==> src/acos_pkg.sv <==
// Purpose: Shared constants and types for the accelerometer output and orientation block
// Assumes: Register access is a simple synchronous read/write port from the serial front end
// Notes: Cutoff codes are expressed in units of 1/32 Hz
// How it works
// - High-pass enable selects filtered output samples
// - Range field picks 2g, 4g, 8g; 11 reserved
// - Reset gives 2g range, output filtering off
// - Cutoff depends on selection and data rate
// - Cutoff select resets 00; high-res fixed
// - Pulse bypass bit skips pulse high-pass
// - Pulse smoothing bit enables pulse low-pass
// - Status layout: change, trip, orientation, face
// - Any field change sets change flag
// - First detection after activation sets flag
// - Reading status clears change flag, interrupt
// - Trip flag shows tilt lockout exceeded
// - Orientation codes: up, down, right, left
// - Face bit: 0 front, 1 back
// - Status fields zero after power-up
// - Fields keep updating while flag set
// - Orientation held above 1.25g on axis
// - Interrupt source follows flag and enable
// - Detection runs only when enabled
package acos_pkg;
  localparam logic [7:0] ADDR_OUT_CFG = 8'h0E;
  localparam logic [7:0] ADDR_HP_CFG = 8'h0F;
  localparam logic [7:0] ADDR_OR_STAT = 8'h10;
  localparam int HPOUT_BIT = 4;
  localparam int PBYP_BIT = 5;
  localparam int PLPF_BIT = 4;
  localparam logic [7:0] OUT_CFG_MASK = 8'h13;
  localparam logic [7:0] HP_CFG_MASK = 8'h33;
  localparam logic [7:0] CFG_RST = 8'h00;
  localparam logic [1:0] FS_2G = 2'b00;
  localparam logic [1:0] FS_4G = 2'b01;
  localparam logic [1:0] FS_8G = 2'b10;
  localparam logic [1:0] FS_RSVD = 2'b11;
  localparam logic [3:0] G_2 = 4'h2;
  localparam logic [3:0] G_4 = 4'h4;
  localparam logic [3:0] G_8 = 4'h8;
  // Lock limit 1.25g in units of 1/4 g
  localparam logic [7:0] LOCK_LIMIT_QG = 8'h05;
  // Cutoff at 16 Hz in 1/32 Hz units
  localparam logic [9:0] CUT_16HZ = 10'h200;
  typedef enum logic [1:0] {
    OSM_NORMAL = 2'b00, OSM_LNLP = 2'b01, OSM_HIRES = 2'b10, OSM_LP = 2'b11
  } acos_osm_t;
  typedef struct packed {
    logic lock;
    logic [1:0] orient;
    logic face;
  } acos_orient_t;
endpackage : acos_pkg

==> src/acos_cutoff.sv <==
// Purpose: High-pass cutoff lookup from selection, data rate and oversampling mode
// Assumes: Rate index 0..7 stands for 800 down to 1.56 Hz
// Notes: Output in 1/32 Hz units; each code step halves the cutoff
`timescale 1ns/1ps
module acos_cutoff import acos_pkg::*; (
  input wire logic [1:0] sel_in,
  input wire logic [2:0] rate_in,
  input wire acos_osm_t osm_in,
  output logic [9:0] cutoff_out
);
  logic [3:0] shift;
  logic [2:0] rate_shift;
  always_comb begin
    rate_shift = 3'd0;
    case (osm_in)
      OSM_NORMAL: rate_shift = (rate_in <= 3'd1) ? 3'd0 : (rate_in >= 3'd4 ? 3'd3 : rate_in - 3'd1);
      OSM_LNLP: rate_shift = (rate_in <= 3'd1) ? 3'd0 : (rate_in >= 3'd5 ? 3'd5 : rate_in - 3'd1);
      OSM_HIRES: rate_shift = 3'd0;
      OSM_LP: rate_shift = (rate_in >= 3'd5) ? 3'd6 : rate_in;
      default: rate_shift = 3'd0;
    endcase
    shift = {2'b00, sel_in} + {1'b0, rate_shift};
  end
  assign cutoff_out = CUT_16HZ >> shift;
endmodule : acos_cutoff

==> src/acos_top.sv <==
// Purpose: Output configuration, high-pass setup and orientation status registers
// Assumes: Orientation detector supplies a result strobe with its fields and axis magnitudes
// Notes: Register port is the serial front end's byte access; all state freezes when ce is low
`timescale 1ns/1ps
module acos_top import acos_pkg::*; (
  input wire logic sys_clk_in,
  input wire logic rstn_in,
  input wire logic ce_in,
  input wire logic reg_wr_in,
  input wire logic reg_rd_in,
  input wire logic [7:0] reg_addr_in,
  input wire logic [7:0] reg_wdata_in,
  input wire logic [2:0] rate_in,
  input wire acos_osm_t osm_in,
  input wire logic active_in,
  input wire logic orient_en_in,
  input wire logic orient_int_en_in,
  input wire logic det_valid_in,
  input wire acos_orient_t det_in,
  input wire logic [7:0] axis_x_qg_in,
  input wire logic [7:0] axis_y_qg_in,
  input wire logic [7:0] axis_z_qg_in,
  input wire logic [11:0] raw_sample_in,
  input wire logic [11:0] hp_sample_in,
  output logic [7:0] reg_rdata_out,
  output logic [11:0] out_sample_out,
  output logic [3:0] full_scale_g_out,
  output logic [9:0] cutoff_out,
  output logic pulse_hp_apply_out,
  output logic pulse_lp_apply_out,
  output logic orient_int_src_out
);
  // ***************************************************
  // Configuration registers
  // ***************************************************
  logic [7:0] out_cfg_r;
  logic [7:0] hp_cfg_r;
  wire wr_out_cfg = reg_wr_in && (reg_addr_in == ADDR_OUT_CFG);
  wire wr_hp_cfg = reg_wr_in && (reg_addr_in == ADDR_HP_CFG);
  wire rd_stat = reg_rd_in && (reg_addr_in == ADDR_OR_STAT);
  wire hp_out_en = out_cfg_r[HPOUT_BIT];
  wire [1:0] fs_sel = out_cfg_r[1:0];

  always_ff @(posedge sys_clk_in) begin
    if (!rstn_in) begin
      out_cfg_r <= CFG_RST;
      hp_cfg_r <= CFG_RST;
    end else if (ce_in) begin
      // Unused bits are masked so they always read zero
      if (wr_out_cfg) out_cfg_r <= reg_wdata_in & OUT_CFG_MASK;
      if (wr_hp_cfg) hp_cfg_r <= reg_wdata_in & HP_CFG_MASK;
    end
  end

  // ***************************************************
  // Data path and filter steering
  // ***************************************************
  logic [11:0] out_sample_r;
  logic [3:0] fs_g_r;
  logic [3:0] fs_g_nxt;
  always_comb begin
    case (fs_sel)
      FS_2G: fs_g_nxt = G_2;
      FS_4G: fs_g_nxt = G_4;
      FS_8G: fs_g_nxt = G_8;
      // Reserved code keeps the previous range rather than guessing
      default: fs_g_nxt = fs_g_r;
    endcase
  end
  always_ff @(posedge sys_clk_in) begin
    if (!rstn_in) begin
      out_sample_r <= 12'h000;
      fs_g_r <= G_2;
    end else if (ce_in) begin
      out_sample_r <= hp_out_en ? hp_sample_in : raw_sample_in;
      fs_g_r <= fs_g_nxt;
    end
  end
  assign out_sample_out = out_sample_r;
  assign full_scale_g_out = fs_g_r;
  assign pulse_hp_apply_out = ~hp_cfg_r[PBYP_BIT];
  assign pulse_lp_apply_out = hp_cfg_r[PLPF_BIT];

  logic [9:0] cutoff_w;
  logic [9:0] cutoff_r;
  acos_cutoff u_cutoff (
    .sel_in(hp_cfg_r[1:0]),
    .rate_in(rate_in),
    .osm_in(osm_in),
    .cutoff_out(cutoff_w)
  );
  always_ff @(posedge sys_clk_in) begin
    if (!rstn_in) cutoff_r <= CUT_16HZ;
    else if (ce_in) cutoff_r <= cutoff_w;
  end
  assign cutoff_out = cutoff_r;

  // ***************************************************
  // Orientation status
  // ***************************************************
  acos_orient_t stat_r;
  logic change_r;
  logic first_pend_r;
  logic active_d_r;
  // Per-axis lock test; any single axis past the limit freezes the reported position
  wire [7:0] axis_mag [3];
  wire [2:0] axis_over;
  assign axis_mag[0] = axis_x_qg_in;
  assign axis_mag[1] = axis_y_qg_in;
  assign axis_mag[2] = axis_z_qg_in;
  for (genvar a = 0; a < 3; a++) begin : g_axis
    assign axis_over[a] = axis_mag[a] > LOCK_LIMIT_QG;
  end
  wire over_lim = |axis_over;
  wire take = det_valid_in && orient_en_in && !over_lim;
  wire differs = take && (det_in != stat_r);
  wire first_hit = take && first_pend_r;
  wire set_chg = differs || first_hit;

  always_ff @(posedge sys_clk_in) begin
    if (!rstn_in) begin
      stat_r <= '0;
      change_r <= 1'b0;
      first_pend_r <= 1'b0;
      active_d_r <= 1'b0;
    end else if (ce_in) begin
      active_d_r <= active_in;
      if (active_in && !active_d_r) first_pend_r <= 1'b1;
      else if (take) first_pend_r <= 1'b0;
      // Fields track the detector even while the flag is pending
      if (take) stat_r <= det_in;
      // A new event in the read cycle survives the clear
      if (set_chg) change_r <= 1'b1;
      else if (rd_stat) change_r <= 1'b0;
    end
  end
  assign orient_int_src_out = change_r && orient_int_en_in;

  // ***************************************************
  // Read mux
  // ***************************************************
  wire [7:0] stat_byte = {change_r, stat_r.lock, 3'b000, stat_r.orient, stat_r.face};
  logic [7:0] rdata_r;
  always_ff @(posedge sys_clk_in) begin
    if (!rstn_in) rdata_r <= 8'h00;
    else if (ce_in && reg_rd_in) begin
      case (reg_addr_in)
        ADDR_OUT_CFG: rdata_r <= out_cfg_r;
        ADDR_HP_CFG: rdata_r <= hp_cfg_r;
        ADDR_OR_STAT: rdata_r <= stat_byte;
        default: rdata_r <= 8'h00;
      endcase
    end
  end
  assign reg_rdata_out = rdata_r;
endmodule : acos_top

==> config.mk <==
export PLATFORM = sky130hd
export DESIGN_NAME = acos_top
export DESIGN_NICKNAME = d
export VERILOG_FILES = /design/src/acos_pkg.sv /design/src/acos_cutoff.sv /design/src/acos_top.sv
export SDC_FILE = /design/constraint.sdc
export NUM_CORES = 1
export LEC_CHECK = 0
export BUFFER_PORTS_ARGS = -buffer_cell sky130_fd_sc_hd__buf_2
export CAP_MARGIN = 10
export CORE_ASPECT_RATIO = 1.4
export CORE_MARGIN = 4
export CORE_UTILIZATION = 46
export CTS_CLUSTER_SIZE = 20
export DETAILED_ROUTE_END_ITERATION = 8
export GPL_ROUTABILITY_DRIVEN = 1
export GPL_TIMING_DRIVEN = 1
export PLACE_DENSITY = 0.82
export SYNTH_ARGS = -nofsm -noshare
export SYNTH_HDL_FRONTEND = slang
export SYNTH_SLANG_ARGS = --single-unit
==> constraint.sdc <==
create_clock -name sys_clk_in -period 3 [get_ports sys_clk_in]
set_input_delay 0.3 -clock sys_clk_in [delete_from_list [all_inputs] [get_ports sys_clk_in]]
set_output_delay 0.3 -clock sys_clk_in [all_outputs]
set_load 0.02 [all_outputs]
### Word level (Yosys, flattened, before mapping)

Cells that the tools add are included.

| operators by class | value |
|---|---|
| add/subtract/negate cells | 2 |
| order comparisons | 6 |
| equality and inequality tests | 9 |
| shift operators | 1 |
| mux-type cells | 13 |
| bitwise gates (word level) | 1 |
| reductions and logical operators | 25 |

Operator list:

| cell | number |
|---|---|
| greater-than comparator 8 x 3 -> 1 bit, second input constant | 3 |
| one-hot mux 8 bit (3 select lines) | 1 |
| equality test 8 x 4 -> 1 bit, second input constant | 2 |
| two-way mux 3 bit | 5 |
| two-way mux 12 bit | 1 |
| one-hot mux 3 bit (4 select lines) | 1 |
| one-hot mux 4 bit (3 select lines) | 1 |
| AND reduction 2 bit | 6 |
| logical AND 1 bit | 10 |
| right shift 10 x 4 -> 10 bit, first input constant | 1 |
| equality test 8 x 5 -> 1 bit, second input constant | 1 |
| equality test 2 bit, second input constant | 3 |
| >= comparator 3 bit, second input constant | 2 |
| adder 2 x 3 -> 4 bit | 1 |
| equality test 2 x 1 -> 1 bit, second input constant | 2 |
| zero test 2 bit | 2 |
| two-way mux 1 bit | 4 |
| inequality test 4 bit | 1 |
| nonzero test 2 bit | 2 |
| <= comparator 3 x 1 -> 1 bit, second input constant | 1 |
| nonzero test 3 bit | 1 |
| OR reduction 3 bit | 1 |
| subtractor 3 x 1 -> 3 bit, second input constant | 1 |
| zero test 1 bit | 2 |
| other kinds (2) | 2 |

| word-level totals | value |
|---|---|
| bits in registers | 48 |
| input bits | 82 |
| output and inout port bits | 37 |
| logic and storage cells | 69 |

### Depth between registers and ports, before layout

| logic depth | value |
|---|---|
| depth in word-level cells | 8 |
| gate-level depth with buffers | 13 |
| gate-level depth less buffers | 13 |

### Modules after synthesis

From an unflattened synthesis, not the netlist that was laid out.

| unflattened totals | value |
|---|---|
| cells, all modules | 282 |
| area, all modules | 2608.8 µm² |

By module, submodules not included:

| module | instances | cells an instance | area an instance (µm²) | seq. area each (µm²) |
|---|---|---|---|---|
| acos_top | 1 | 222 | 2145.8 | 920.9 |
| acos_cutoff | 1 | 60 | 462.9 | 0.0 |

### Worst setup path before layout

Ideal clock, no wire load.

| path | value |
|---|---|
| kind | input -> register |
| start | input rate_in[0] |
| end | register cutoff_r[1], in the netlist cutoff_out[1] |
| library setup time | 0.060 ns |
| data arrival time | 2.154 ns |
| data required time | 2.940 ns |
| slack | 0.786 ns |
| stages | 11 |
| buffers on the path | 0 |
| path through | inv_1 > ha_1 > nor4_1 > a221o_1 > inv_1 > fa_1 > nand2_1 > nor3_1 > nand2_1 > o2bb2ai_1 > and2_1 |

| between the ends | value |
|---|---|
| word-level cells in the longest chain between the ends | 6 |
| elaborated cells between the ends (all ways) | 12 |
| those cells by class | add/sub: 2; order compare: 3; shift: 1; mux: 6 |

Ends and longest elaborated chain:

| item | RTL line | source |
|---|---|---|
| start, declared | acos_top.sv:13 | `input wire logic [2:0] rate_in,` |
| subtractor 3 x 1 -> 3 bit, or another cell as far along | acos_cutoff.sv:16, acos_cutoff.sv:17 |  |
| two-way mux 3 bit, on equally long branches (2 in series) | acos_cutoff.sv:17, acos_cutoff.sv:16 |  |
| one-hot mux 3 bit (4 select lines) * | acos_cutoff.sv:15 | `case (osm_in)` |
| adder 2 x 3 -> 4 bit * | acos_cutoff.sv:22 | `shift = {2'b00, sel_in} + {1'b0, rate_shift};` |
| right shift 10 x 4 -> 10 bit * | acos_cutoff.sv:24 | `assign cutoff_out = CUT_16HZ >> shift;` |
| end signal, assigned | acos_top.sv:94 | `else if (ce_in) cutoff_r <= cutoff_w;` |
| end, declared | acos_top.sv:85 | `logic [9:0] cutoff_r;` |

Every way passes the cells marked *; elsewhere a longest branch is shown, timed or not.
A chain may end at the register's enable or synchronous reset.

### Worst setup path after layout

| path | value |
|---|---|
| start | input rate_in[1] |
| end | register cutoff_r[1], in the netlist cutoff_out[1] |

The elaborated chain is that of the path after synthesis.

==> qor.yml <==
route.vias.total: 2184
grt_pass1_vias: 2172
nets: 452
final_max_slew_viol_count: 0
r2r-end: "cutoff_out[1]"
critPathLaunch: "rate_in[1]"
final_common_cell: "buf_2"
endpoint: "cutoff_out[1]"
wl_mm: 5.662
row_count: 30
hold_path.class: "input pin to flop"
rr_worst_depth: 8
setup_tns_ps: 0
synth_top_cell_by_area: "dfxtp_1"
power_density_nw_per_um2: 386.2
ctsHtreeMaxLevel: 2
grt_usage_pct: 17.88
placed_cell_area_um2: 2954
cts_setup_buffers: 0
avgSynthCellArea_um2: 9.239
cts_hold_buffers: 0
cts_sinks: 46
r2r_setup_slack_ps: 1100
clockBufferDepth: 2
n_fill_cell: 460
layout_setup_ws_ps: 628.9
clk_latency_ps: 280
multi_input_area_um2: 1363
outcome: "finished clean"
layout_worst_path_cycle_share_pct: 79.04
layout.cells.non_filler: 425
worstSetupPathType: "input pin to flop"
diodes: 0
path_clk_slew_ps: 80
fp.dieH_um: 93.17
coreArea_um2: 4917
setup_viol: 0
grt_max_degree: 51
critPathRequiredTime_ps: 3230
cp-end-kind: "flop"
crit_arrival_ps: 2600
fmax_mhz: 421.8
yosys_warnings: 0
initial_utilization_pct: 48.47
drtPass1Iterations: 4
rsz0062_at_grt: "false"
ios: 119
drt_iter0_drc: 58
seq_area_um2: 920.9
drc: 0
synth_cell_types: 47
hold_viol_final: 0
fin_crit_ps: 2371
cts_tree: "done"
die_x_um: 68.84
synthCells: 258
die_area_um2: 6413
grt_pass1_wl_mm: 9.004
final_cell_mix: "109 x buf_2, 46 x dfxtp_1, 30 x mux2i_1"
dpl.hpwl_mm: 4.485
p_total_mw: 1.170
crit_fanout: 5
drv_cap: 0
routabilityCongestion: 0.8179
root_buffer: "clkbuf_8"
area.growth.synth_to_final_pct: 27.14
ys_ff_latch: 46
numCtsBuffers: 5
max_slew.worst_pin.slew_ps: 771.6
viasPerCell: 5.139
overflow: 0
pre_cts_ws_ps: 345.2
skew_ps: 2.103
synth_async_sr_flop_share_pct: 0
rr_startpoint: "hp_cfg_r[0]"
ys_top_cells_by_area: "dfxtp_1 39%, mux2i_1 13%, nor2b_1 5.2%"
synthesis.area_um2: 2384
drive_gt1_share_pct: 33.80
ir_drop_mv: 0.3019
numPlacedInstances: 418
worst_setup_path_start_kind: "input pin"
max-slew-margin-rel_pct: 48.49
synthFlopType: "dfxtp_1"
ys_seq_area_share_pct: 38.64
netlist.area_leader.share_pct: 38.64
synth_edf_count: 0
numPortBuffers: 109
wl_per_cell_um: 13.32
antenna_found_initial: 0
final_area_um2: 3030
ant_nets: 0
cts_resized: 0
p_leak_nw: 1.423
-- state kept, by name, summed over array words and instances (netlist names), 3 cells and up --
signal	cells
reg_rdata_out	7
full_scale_g_out	3
out_cfg_r	3
stat_byte	4
hp_cfg_r	4
cutoff_out	10
out_sample_out	12
-- kinds of logic after synthesis --
family | Yosys count | share of synthesized area [%]
compound gates | 45 | 15.01
xor+xnor | 5 | 1.838
fa+ha+maj | 9 | 5.040
buf+inv | 25 | 4.357
flops | 46 | 38.64
mux | 31 | 13.23
other cells | 1 | 0.1573
simple gates | 96 | 21.73
-- Yosys cell counts, types with 2 or more instances --
library cell  number
o21ai_0            2
buf_1              2
a22oi_1            4
a21oi_1            4
dfxtp_1           46
nand4b_1           2
buf_2              2
nor3_1             2
ha_1               8
o21ai_1            9
mux2i_1           30
nor2_1            10
xor2_1             2
nand3_1           13
nor3_2             2
nand4_1            3
xnor2_1            3
o211a_1           12
inv_1             10
nor4_1             4
nand2b_1           2
a21boi_1           2
and2_1             6
nand2_1           26
or4_1              2
buf_4              2
clkbuf_1           9
nor2b_1           20
-- how the worst min path moves through the flow --
| stage | start | endpoint | slack [ps] | cells after the start |
|---|---|---|---|---|
| 2_1_floorplan | first_pend_r | first_pend_r | 440 | 2 |
| 3_3_place_gp | full_scale_g_out[1] | full_scale_g_out[1] | 450 | 2 |
| 3_5_place_dp | full_scale_g_out[1] | full_scale_g_out[1] | 450 | 2 |
| 4_1_cts | reg_wdata_in[5] | hp_cfg_r[5] | 260 | 3 |
| 5_1_grt | reg_wdata_in[5] | hp_cfg_r[5] | 280 | 3 |
| 6_report | reg_wdata_in[5] | hp_cfg_r[5] | 270 | 3 |
-- power breakdown --
group,switching (mW),internal (mW)
Clock,0.183,0.161
Combinational,0.104,0.0870
Sequential,0.00825,0.627
Total,0.296,0.875
-- layer usage --
metal	routed length [um]	track usage (%)	vias to the layer above
met5	0	0	-
met4	69	4.553	0
met3	287	3.726	9
met2	3091	33.47	60
met1	2213	19.59	1002
li1	-	-	1113
-- critical path, stage by stage --
cell,delay [ps]
buf_2,110
inv_1,70
ha_1,230
inv_1,100
a31oi_1,90
o32ai_1,190
ha_1,240
inv_1,60
fa_1,570
nand2_1,70
nor3_1,240
nand2_1,90
o2bb2ai_1,110
and2_1,130
-- cell type report --
type,instances,area share (%)
sequential,46,30.39
tap,64,2.642
multi-input combinational,188,44.96
inverter,10,1.239
timing repair buffer,110,18.25
clock buffer,7,2.519
-- through the flow --
stage               util [%]  hold WS (ps)
floorplan                  -         445.0
global placement       60.08         450.1
detailed placement     60.08         452.0
CTS                    61.63         262.2
global route           61.63         283.9
finish                 61.63         267.0
Note: power is estimated with default switching activity, not from simulation.
